## config.mk

```make
export PLATFORM = sky130hd
export DESIGN_NAME = pma_top
export DESIGN_NICKNAME = d
export VERILOG_FILES = /design/src/pma_serial.v /design/src/pma_top.v
export VERILOG_INCLUDE_DIRS = /design/src /design/src/src
export SDC_FILE = /design/constraint.sdc
export NUM_CORES = 1
export LEC_CHECK = 0
export BUFFER_PORTS_ARGS = -buffer_cell sky130_fd_sc_hd__buf_4
export CAP_MARGIN = 20
export CELL_PAD_IN_SITES_DETAIL_PLACEMENT = 0
export CELL_PAD_IN_SITES_GLOBAL_PLACEMENT = 1
export CORE_ASPECT_RATIO = 0.9
export CORE_UTILIZATION = 40
export DETAILED_ROUTE_END_ITERATION = 8
export PLACE_DENSITY_LB_ADDON = 0.1
export SYNTH_ARGS = -nofsm -noshare
export SYNTH_HDL_FRONTEND = slang
export SYNTH_SLANG_ARGS = --single-unit
```

## constraint.sdc

```tcl
create_clock -name aclk -period 4.35 [get_ports aclk]
set_clock_uncertainty 0.1 [all_clocks]
set_input_delay 0.87 -clock aclk [delete_from_list [all_inputs] [get_ports aclk]]
set_output_delay 0.87 -clock aclk [all_outputs]
set_load 0.01 [all_outputs]
```

## src/pma_defines.vh

```
/*
 * constants for the phy management access block: register offsets, field
 * positions, reset values and serial timing.
 * assumes it is included by its bare name from the design files.
 */
`ifndef PMA_DEFINES_VH
`define PMA_DEFINES_VH

// ==========================================================
// register byte offsets
`define PMA_OFS_ACCESS      8'h00
`define PMA_OFS_LINK_MODE   8'h04
`define PMA_OFS_MODE1       8'h08
`define PMA_OFS_INT_MASK    8'h0c
`define PMA_OFS_INT_STATUS  8'h10
`define PMA_OFS_POLL_ADDR   8'h14

// ==========================================================
// access register fields
`define PMA_DATA_LSB        0
`define PMA_DATA_MSB        15
`define PMA_IDX_LSB         16
`define PMA_IDX_MSB         20
`define PMA_ADDR_LSB        21
`define PMA_ADDR_MSB        25
`define PMA_CMD_BIT         26
`define PMA_BUSY_BIT        31
`define PMA_CMD_READ        1'b0
`define PMA_CMD_WRITE       1'b1

// ==========================================================
// other fields and reset values
`define PMA_MODE1_POLL_EN   0
`define PMA_MODE1_SOFT_RST  1
`define PMA_MASK_STS_CHG    0
`define PMA_LINK_MODE_RST   3'h0
`define PMA_POLL_ADDR_RST   5'h00
`define PMA_STATUS_IDX      5'h01
`define PMA_SOFT_RST_CYC    8'h10

// ==========================================================
// serial timing
`define PMA_MDC_MAX_NS      400
`define PMA_CLK_NS          10
`define PMA_MDC_HALF_CYC    ((`PMA_MDC_MAX_NS + 2 * `PMA_CLK_NS - 1) / (2 * `PMA_CLK_NS))
`define PMA_POLL_GAP_CYC    20000

`endif

```

## src/pma_serial.v

```verilog
/*
 * standard management frame engine: one read or write per start pulse.
 * assumes the phy data pin is two-way and resolved outside; mdio_in comes
 * straight from the pin and is synchronised here.
 */
`timescale 1ns/1ps
`include "pma_defines.vh"

module pma_serial #(
	parameter HALF_CYC = `PMA_MDC_HALF_CYC
) (
	input  wire        aclk,
	input  wire        rst_n,
	input  wire        start,
	input  wire        is_write,
	input  wire [4:0]  phy_addr,
	input  wire [4:0]  reg_idx,
	input  wire [15:0] wdata,
	output reg         busy,
	output reg         done,
	output reg  [15:0] rdata,
	output reg         mdc,
	output reg         mdio_out,
	output reg         mdio_oe,
	input  wire        mdio_in
);

	reg  [63:0] shreg;
	reg  [6:0]  bitn;
	reg  [15:0] div;
	reg         wr;
	reg         sync1;
	reg         sync2;
	wire        tick = (div == HALF_CYC[15:0] - 16'h0001);

	// ==========================================================
	// pin synchroniser
	always @(posedge aclk)
	begin
		sync1 <= mdio_in;
		sync2 <= sync1;
	end

	// ==========================================================
	// frame: 32 preamble, start, op, addr, reg, turnaround, 16 data
	always @(posedge aclk)
	begin
		if (!rst_n)
		begin
			busy     <= 1'b0;
			done     <= 1'b0;
			rdata    <= 16'h0000;
			mdc      <= 1'b0;
			mdio_out <= 1'b1;
			mdio_oe  <= 1'b0;
			shreg    <= 64'h0;
			bitn     <= 7'h00;
			div      <= 16'h0000;
			wr       <= 1'b0;
		end
		else
		begin
			done <= 1'b0;
			if (!busy)
			begin
				mdc <= 1'b0;
				div <= 16'h0000;
				if (start)
				begin
					busy  <= 1'b1;
					wr    <= is_write;
					bitn  <= 7'h00;
					shreg <= {32'hffffffff, 2'b01, (is_write ? 2'b01 : 2'b10),
						phy_addr, reg_idx, 2'b10, wdata};
				end
			end
			else if (!tick)
				div <= div + 16'h0001;
			else
			begin
				div <= 16'h0000;
				mdc <= ~mdc;
				if (!mdc)
				begin
					// data changes on the falling edge, rising samples
					rdata <= (bitn > 7'd48) ? {rdata[14:0], sync2} : rdata;
				end
				else
				begin
					mdio_out <= shreg[63];
					mdio_oe  <= wr || (bitn < 7'd46);
					shreg    <= {shreg[62:0], 1'b1};
					bitn     <= bitn + 7'h01;
					if (bitn == 7'd64)
					begin
						busy    <= 1'b0;
						done    <= 1'b1;
						mdio_oe <= 1'b0;
					end
				end
			end
		end
	end

endmodule

```

## src/pma_top.v

```verilog
/*
 * phy management access with axi4-lite registers, background status poll
 * and a link mode output for the mac datapath.
 * assumes a single 100 mhz clock and a bus reset driven onto aresetn.
 */
// Functional notes
// - one access register reaches every phy register
// - vendor registers reached with no special handling
// - busy set during transfer, cleared on completion
// - read result left in data field
// - write data sent with starting write
// - link mode steers mac speed and duplex
// - poll status, interrupt when value changes
// - poll only with enable and mask set
// - bus reset returns everything to initial state
// - host access during soft reset gets retried
`timescale 1ns/1ps
`include "pma_defines.vh"

module pma_top #(
	parameter POLL_GAP = `PMA_POLL_GAP_CYC
) (
	input  wire        aclk,
	input  wire        aresetn,
	input  wire [7:0]  s_axi_awaddr,
	input  wire        s_axi_awvalid,
	output wire        s_axi_awready,
	input  wire [31:0] s_axi_wdata,
	input  wire [3:0]  s_axi_wstrb,
	input  wire        s_axi_wvalid,
	output wire        s_axi_wready,
	output reg  [1:0]  s_axi_bresp,
	output reg         s_axi_bvalid,
	input  wire        s_axi_bready,
	input  wire [7:0]  s_axi_araddr,
	input  wire        s_axi_arvalid,
	output wire        s_axi_arready,
	output reg  [31:0] s_axi_rdata,
	output reg  [1:0]  s_axi_rresp,
	output reg         s_axi_rvalid,
	input  wire        s_axi_rready,
	output reg         phy_status_irq,
	output reg  [2:0]  link_mode,
	output reg         soft_reset_active,
	output wire        mdc,
	output wire        mdio_out,
	output wire        mdio_oe,
	input  wire        mdio_in
);

	reg  [4:0]  phy_reg_index;
	reg         phy_access_cmd;
	reg  [4:0]  phy_addr_field;
	reg  [15:0] phy_data_field;
	reg         phy_access_busy;
	reg         phy_status_poll_enable;
	reg         phy_status_change_mask;
	reg  [4:0]  poll_addr;
	reg  [15:0] last_status;
	reg         status_valid;
	reg  [31:0] poll_cnt;
	reg         poll_active;
	reg  [7:0]  srst_cnt;
	reg         aw_held;
	reg  [7:0]  aw_addr;
	reg         w_held;
	reg  [31:0] w_data;
	reg  [3:0]  w_strb;
	reg         eng_start;
	reg         eng_write;
	reg  [4:0]  eng_addr;
	reg  [4:0]  eng_idx;
	wire        eng_busy;
	wire        eng_done;
	wire [15:0] eng_rdata;
	wire        rst_n = aresetn && !soft_reset_active;
	wire        poll_on = phy_status_poll_enable && phy_status_change_mask;
	wire        do_write = aw_held && w_held && !s_axi_bvalid;

	function known;
		input [7:0] a;
		begin
			known = (a == `PMA_OFS_ACCESS) || (a == `PMA_OFS_LINK_MODE) ||
				(a == `PMA_OFS_MODE1) || (a == `PMA_OFS_INT_MASK) ||
				(a == `PMA_OFS_INT_STATUS) || (a == `PMA_OFS_POLL_ADDR);
		end
	endfunction

	// ==========================================================
	// axi handshake; channels stall during soft reset so hosts retry
	assign s_axi_awready = !aw_held && !soft_reset_active;
	assign s_axi_wready  = !w_held && !soft_reset_active;
	assign s_axi_arready = !s_axi_rvalid && !soft_reset_active;

	pma_serial u_serial (
		.aclk     (aclk),
		.rst_n    (rst_n),
		.start    (eng_start),
		.is_write (eng_write),
		.phy_addr (eng_addr),
		.reg_idx  (eng_idx),
		.wdata    (phy_data_field),
		.busy     (eng_busy),
		.done     (eng_done),
		.rdata    (eng_rdata),
		.mdc      (mdc),
		.mdio_out (mdio_out),
		.mdio_oe  (mdio_oe),
		.mdio_in  (mdio_in)
	);

	// ==========================================================
	// soft reset counter only yields to the bus reset
	always @(posedge aclk)
	begin
		if (!aresetn)
		begin
			srst_cnt          <= 8'h00;
			soft_reset_active <= 1'b0;
		end
		else if (do_write && aw_addr == `PMA_OFS_MODE1 && w_strb[0] && w_data[`PMA_MODE1_SOFT_RST])
		begin
			srst_cnt          <= `PMA_SOFT_RST_CYC;
			soft_reset_active <= 1'b1;
		end
		else if (srst_cnt != 8'h00)
			srst_cnt <= srst_cnt - 8'h01;
		else
			soft_reset_active <= 1'b0;
	end

	// ==========================================================
	// registers, access sequencing and status poll
	always @(posedge aclk)
	begin
		if (!rst_n)
		begin
			phy_reg_index          <= 5'h00;
			phy_access_cmd         <= `PMA_CMD_READ;
			phy_addr_field         <= 5'h00;
			phy_data_field         <= 16'h0000;
			phy_access_busy        <= 1'b0;
			phy_status_poll_enable <= 1'b0;
			phy_status_change_mask <= 1'b0;
			poll_addr              <= `PMA_POLL_ADDR_RST;
			link_mode              <= `PMA_LINK_MODE_RST;
			last_status            <= 16'h0000;
			status_valid           <= 1'b0;
			poll_cnt               <= 32'h0;
			poll_active            <= 1'b0;
			phy_status_irq         <= 1'b0;
			aw_held                <= 1'b0;
			aw_addr                <= 8'h00;
			w_held                 <= 1'b0;
			w_data                 <= 32'h0;
			w_strb                 <= 4'h0;
			s_axi_bvalid           <= 1'b0;
			s_axi_bresp            <= 2'b00;
			s_axi_rvalid           <= 1'b0;
			s_axi_rresp            <= 2'b00;
			s_axi_rdata            <= 32'h0;
			eng_start              <= 1'b0;
			eng_write              <= 1'b0;
			eng_addr               <= 5'h00;
			eng_idx                <= 5'h00;
		end
		else
		begin
			eng_start <= 1'b0;
			if (s_axi_awvalid && s_axi_awready)
			begin
				aw_held <= 1'b1;
				aw_addr <= s_axi_awaddr;
			end
			if (s_axi_wvalid && s_axi_wready)
			begin
				w_held <= 1'b1;
				w_data <= s_axi_wdata;
				w_strb <= s_axi_wstrb;
			end
			if (s_axi_bvalid && s_axi_bready)
				s_axi_bvalid <= 1'b0;
			if (do_write)
			begin
				aw_held      <= 1'b0;
				w_held       <= 1'b0;
				s_axi_bvalid <= 1'b1;
				s_axi_bresp  <= known(aw_addr) ? 2'b00 : 2'b10;
				case (aw_addr)
				`PMA_OFS_ACCESS:
					// one word starts any index, standard or vendor
					if (!phy_access_busy && (&w_strb))
					begin
						phy_data_field  <= w_data[`PMA_DATA_MSB:`PMA_DATA_LSB];
						phy_reg_index   <= w_data[`PMA_IDX_MSB:`PMA_IDX_LSB];
						phy_addr_field  <= w_data[`PMA_ADDR_MSB:`PMA_ADDR_LSB];
						phy_access_cmd  <= w_data[`PMA_CMD_BIT];
						phy_access_busy <= 1'b1;
					end
				`PMA_OFS_LINK_MODE:
					if (w_strb[0])
						link_mode <= w_data[2:0];
				`PMA_OFS_MODE1:
					if (w_strb[0])
						phy_status_poll_enable <= w_data[`PMA_MODE1_POLL_EN];
				`PMA_OFS_INT_MASK:
					if (w_strb[0])
						phy_status_change_mask <= w_data[`PMA_MASK_STS_CHG];
				`PMA_OFS_POLL_ADDR:
					if (w_strb[0])
						poll_addr <= w_data[4:0];
				default:
					s_axi_bresp <= 2'b10;
				endcase
			end
			if (s_axi_rvalid && s_axi_rready)
				s_axi_rvalid <= 1'b0;
			if (s_axi_arvalid && s_axi_arready)
			begin
				s_axi_rvalid <= 1'b1;
				s_axi_rresp  <= known(s_axi_araddr) ? 2'b00 : 2'b10;
				case (s_axi_araddr)
				`PMA_OFS_ACCESS:
					s_axi_rdata <= {phy_access_busy, 4'h0, phy_access_cmd, phy_addr_field,
						phy_reg_index, phy_data_field};
				`PMA_OFS_LINK_MODE:
					s_axi_rdata <= {29'h0, link_mode};
				`PMA_OFS_MODE1:
					s_axi_rdata <= {31'h0, phy_status_poll_enable};
				`PMA_OFS_INT_MASK:
					s_axi_rdata <= {31'h0, phy_status_change_mask};
				`PMA_OFS_INT_STATUS:
					s_axi_rdata <= {15'h0, phy_status_irq, last_status};
				`PMA_OFS_POLL_ADDR:
					s_axi_rdata <= {27'h0, poll_addr};
				default:
					s_axi_rdata <= 32'h0;
				endcase
				// reading status acknowledges the change, unless a new one lands now
				if (s_axi_araddr == `PMA_OFS_INT_STATUS)
					phy_status_irq <= 1'b0;
			end

			// host transfer has priority; poll only starts while idle
			if (phy_access_busy && !eng_busy && !eng_start && !poll_active)
			begin
				if (eng_done)
				begin
					phy_access_busy <= 1'b0;
					if (phy_access_cmd == `PMA_CMD_READ)
						phy_data_field <= eng_rdata;
				end
				else
				begin
					eng_start <= 1'b1;
					eng_write <= phy_access_cmd;
					eng_addr  <= phy_addr_field;
					eng_idx   <= phy_reg_index;
				end
			end
			else if (poll_active && eng_done)
			begin
				poll_active  <= 1'b0;
				status_valid <= 1'b1;
				last_status  <= eng_rdata;
				if (status_valid && eng_rdata != last_status)
					phy_status_irq <= 1'b1;
			end
			else if (!phy_access_busy && !eng_busy && !eng_start && !poll_active)
			begin
				if (!poll_on)
					poll_cnt <= 32'h0;
				else if (poll_cnt < POLL_GAP - 1)
					poll_cnt <= poll_cnt + 32'h1;
				else
				begin
					poll_cnt    <= 32'h0;
					poll_active <= 1'b1;
					eng_start   <= 1'b1;
					eng_write   <= `PMA_CMD_READ;
					eng_addr    <= poll_addr;
					eng_idx     <= `PMA_STATUS_IDX;
				end
			end
		end
	end

endmodule

```

==> impl_metrics.json <==
{
  "status": "finished clean",
  "dp_hpwl_um": 19700,
  "syn_area_per_cell_um2": 8.48,
  "clock.fmax_mhz": 335,
  "drt-initial-drc-count": 568,
  "antenna_found_initial": 1,
  "vias": 9676,
  "cts_root_buf": "clkbuf_16",
  "fillers": 2904,
  "grt_pass1_wl_um": 48800,
  "drt_pass1_iterations": 5,
  "crit_type": "flip-flop to flip-flop",
  "die_w_um": 185,
  "synth_area_leaders": "dfxtp_1 (49%), nand2_1 (8.1%), nor2_1 (6.5%)",
  "ys_ff_latch": 294,
  "nets": 1542,
  "finalSetupViolCount": 0,
  "synthCells": 1423,
  "worstPathArrival_ps": 3320,
  "area.growth.synth_to_final_pct": 16.3,
  "fin_crit_sh": 0.685,
  "core-area_um2": 29300,
  "final_util": 0.479,
  "fin_setup_tns_ps": 0,
  "viasPerCell": 5.11,
  "report.final.slew_viol_count": 0,
  "dieArea_um2": 30900,
  "grt_pass1_vias": 8980,
  "worstSetupEndpointType": "flip-flop",
  "row_count": 59,
  "start_util": 0.412,
  "clock_tree.buffer_depth": 3,
  "final.min_clock_period_ps": 2980,
  "synth_seq_area_share": 0.488,
  "wire_per_inst_um": 15.7,
  "worstSkewPairLatency_ps": 570,
  "hold_violations": 0,
  "worst_pin_slew_ps": 903,
  "peakVddDrop_v": 0.000310,
  "ant_nets": 0,
  "slew_headroom": 0.398,
  "io_pins": 109,
  "gp_congestion": 0.793,
  "path_clk_slew_ps": 60,
  "async_reset_ff_frac": 0,
  "startpoint_type": "flip-flop",
  "hold_buffers": 0,
  "cts_num_sinks": 294,
  "cap_violations": 0,
  "synth-edff-count": 0,
  "synth_most_common_cell": "dfxtp_1",
  "cts_made_buffers": 31,
  "synthFlopType": "dfxtp_1",
  "synth.distinct_cells": 59,
  "hold_path_class": "flip-flop to flip-flop",
  "cts_tree": "built",
  "port_buffers": 97,
  "cts-htree-levels": 1,
  "yosys-top-cells-count": "dfxtp_1 (294), nand2_1 (259), nor2_1 (209)",
  "post_cts_buffers": 0,
  "grt_util_all_layers": 0.194,
  "wl_um": 29700,
  "synth_area_um2": 12100,
  "overflow": 0,
  "cts_resized": 0,
  "cp_max_fo": 19,
  "pwr_density_cell_nw_per_um2": 412,
  "p_leak_uw": 0.00503,
  "drive_gt1_frac": 0.131,
  "synth.largest_area_cell": "dfxtp_1",
  "worstPathRequired_ps": 4690,
  "yosysTopAreaCellShare": 0.488,
  "die_h_um": 167,
  "grt_max_degree": 81,
  "yosys_warnings": 0,
  "drc_errors": 0,
  "rsz0062_at_grt": "no"
}
-- kinds of logic after synthesis --
logic type | Yosys count | synth area share
flops | 294 | 0.488
fa+ha+maj | 6 | 0.00622
simple gates | 622 | 0.235
mux | 59 | 0.0513
buf+inv | 113 | 0.0422
xor+xnor | 57 | 0.0414
compound gates | 271 | 0.136
other cells | 1 | 0.000311
-- through the flow --
| step | hold slack, ps | power (µW) | cells | setup WS, ps | area, µm² |
|---|---|---|---|---|---|
| after floorplan | 210 | 3110 | 1428 | 1780 | 12100 |
| after global placement | 215 | 3210 | 1836 | 1330 | 13000 |
| after detailed placement | 216 | 3220 | 1836 | 1310 | 13000 |
| after CTS | 230 | 5870 | 1889 | 1300 | 14000 |
| after global routing | 240 | 6040 | 1893 | 1090 | 14000 |
| final | 231 | 5780 | 1893 | 1370 | 14000 |
-- critical path, stage by stage, from the launching register on --
cell       delay, ps
dfxtp_1          400
ha_1             230
nand4_2          310
a2111oi_0        830
nor4_1           150
o21ai_2          430
buf_4            340
nor2_1            70
-- layout by cell type, fill, tap and decap left out, types with 15 or more instances in the layout --
master	instances
nand3_1	35
a22oi_1	16
nand2_1	259
clkbuf_16	31
a211oi_1	63
xnor2_1	26
buf_4	111
a21oi_1	115
nor2_1	209
mux2i_1	54
nor4_1	15
xor2_1	31
o21ai_0	36
nand4_1	15
dfxtp_1	293
a31oi_1	21
-- worst paths after layout --
kind,to,startpoint,slack [ps],cells past startpoint
min,u_serial.sync2$_DFF_P_,u_serial.sync1$_DFF_P_,230,0
max reg2reg,poll_cnt[28]$_SDFFE_PN0P_,poll_cnt[0]$_SDFFE_PN0P_,1370,7
max,poll_cnt[28]$_SDFFE_PN0P_,poll_cnt[0]$_SDFFE_PN0P_,1370,7
min reg2reg,u_serial.sync2$_DFF_P_,u_serial.sync1$_DFF_P_,230,0
-- registers in the layout (all words and copies together) (netlist names), 8 cells and up --
register and flops:
aw_addr 8, last_status 16, phy_data_field 16, poll_cnt 32, s_axi_rdata 28, srst_cnt 8, u_serial.div 16, u_serial.rdata 16
u_serial.shreg 64, w_data 27
-- cell type report --
class                      instances  area [µm²]  share of cell area
multi-input combinational       1021        5730               0.408
antenna                            1        2.50            0.000178
tap                              396         495              0.0353
inverter                          14        52.6             0.00374
clock buffer                      43         861              0.0613
timing repair buffer             114         878              0.0625
sequential                       294        5890               0.419
clock inverter                    10         140             0.00998
-- per-layer routing --
metal  share of wire  global-route usage
met2            0.42               0.281
met3           0.034              0.0278
met5               0                   0
met1            0.53               0.297
met4           0.019              0.0467
-- report_power, final --
part	switching, µW	total [µW]	internal, µW
Clock	1070	2620	1550
Combinational	196	352	156
Sequential	53.8	2810	2750
Total	1320	5780	4460
No activity file was read; power rests on OpenSTA's default activity.
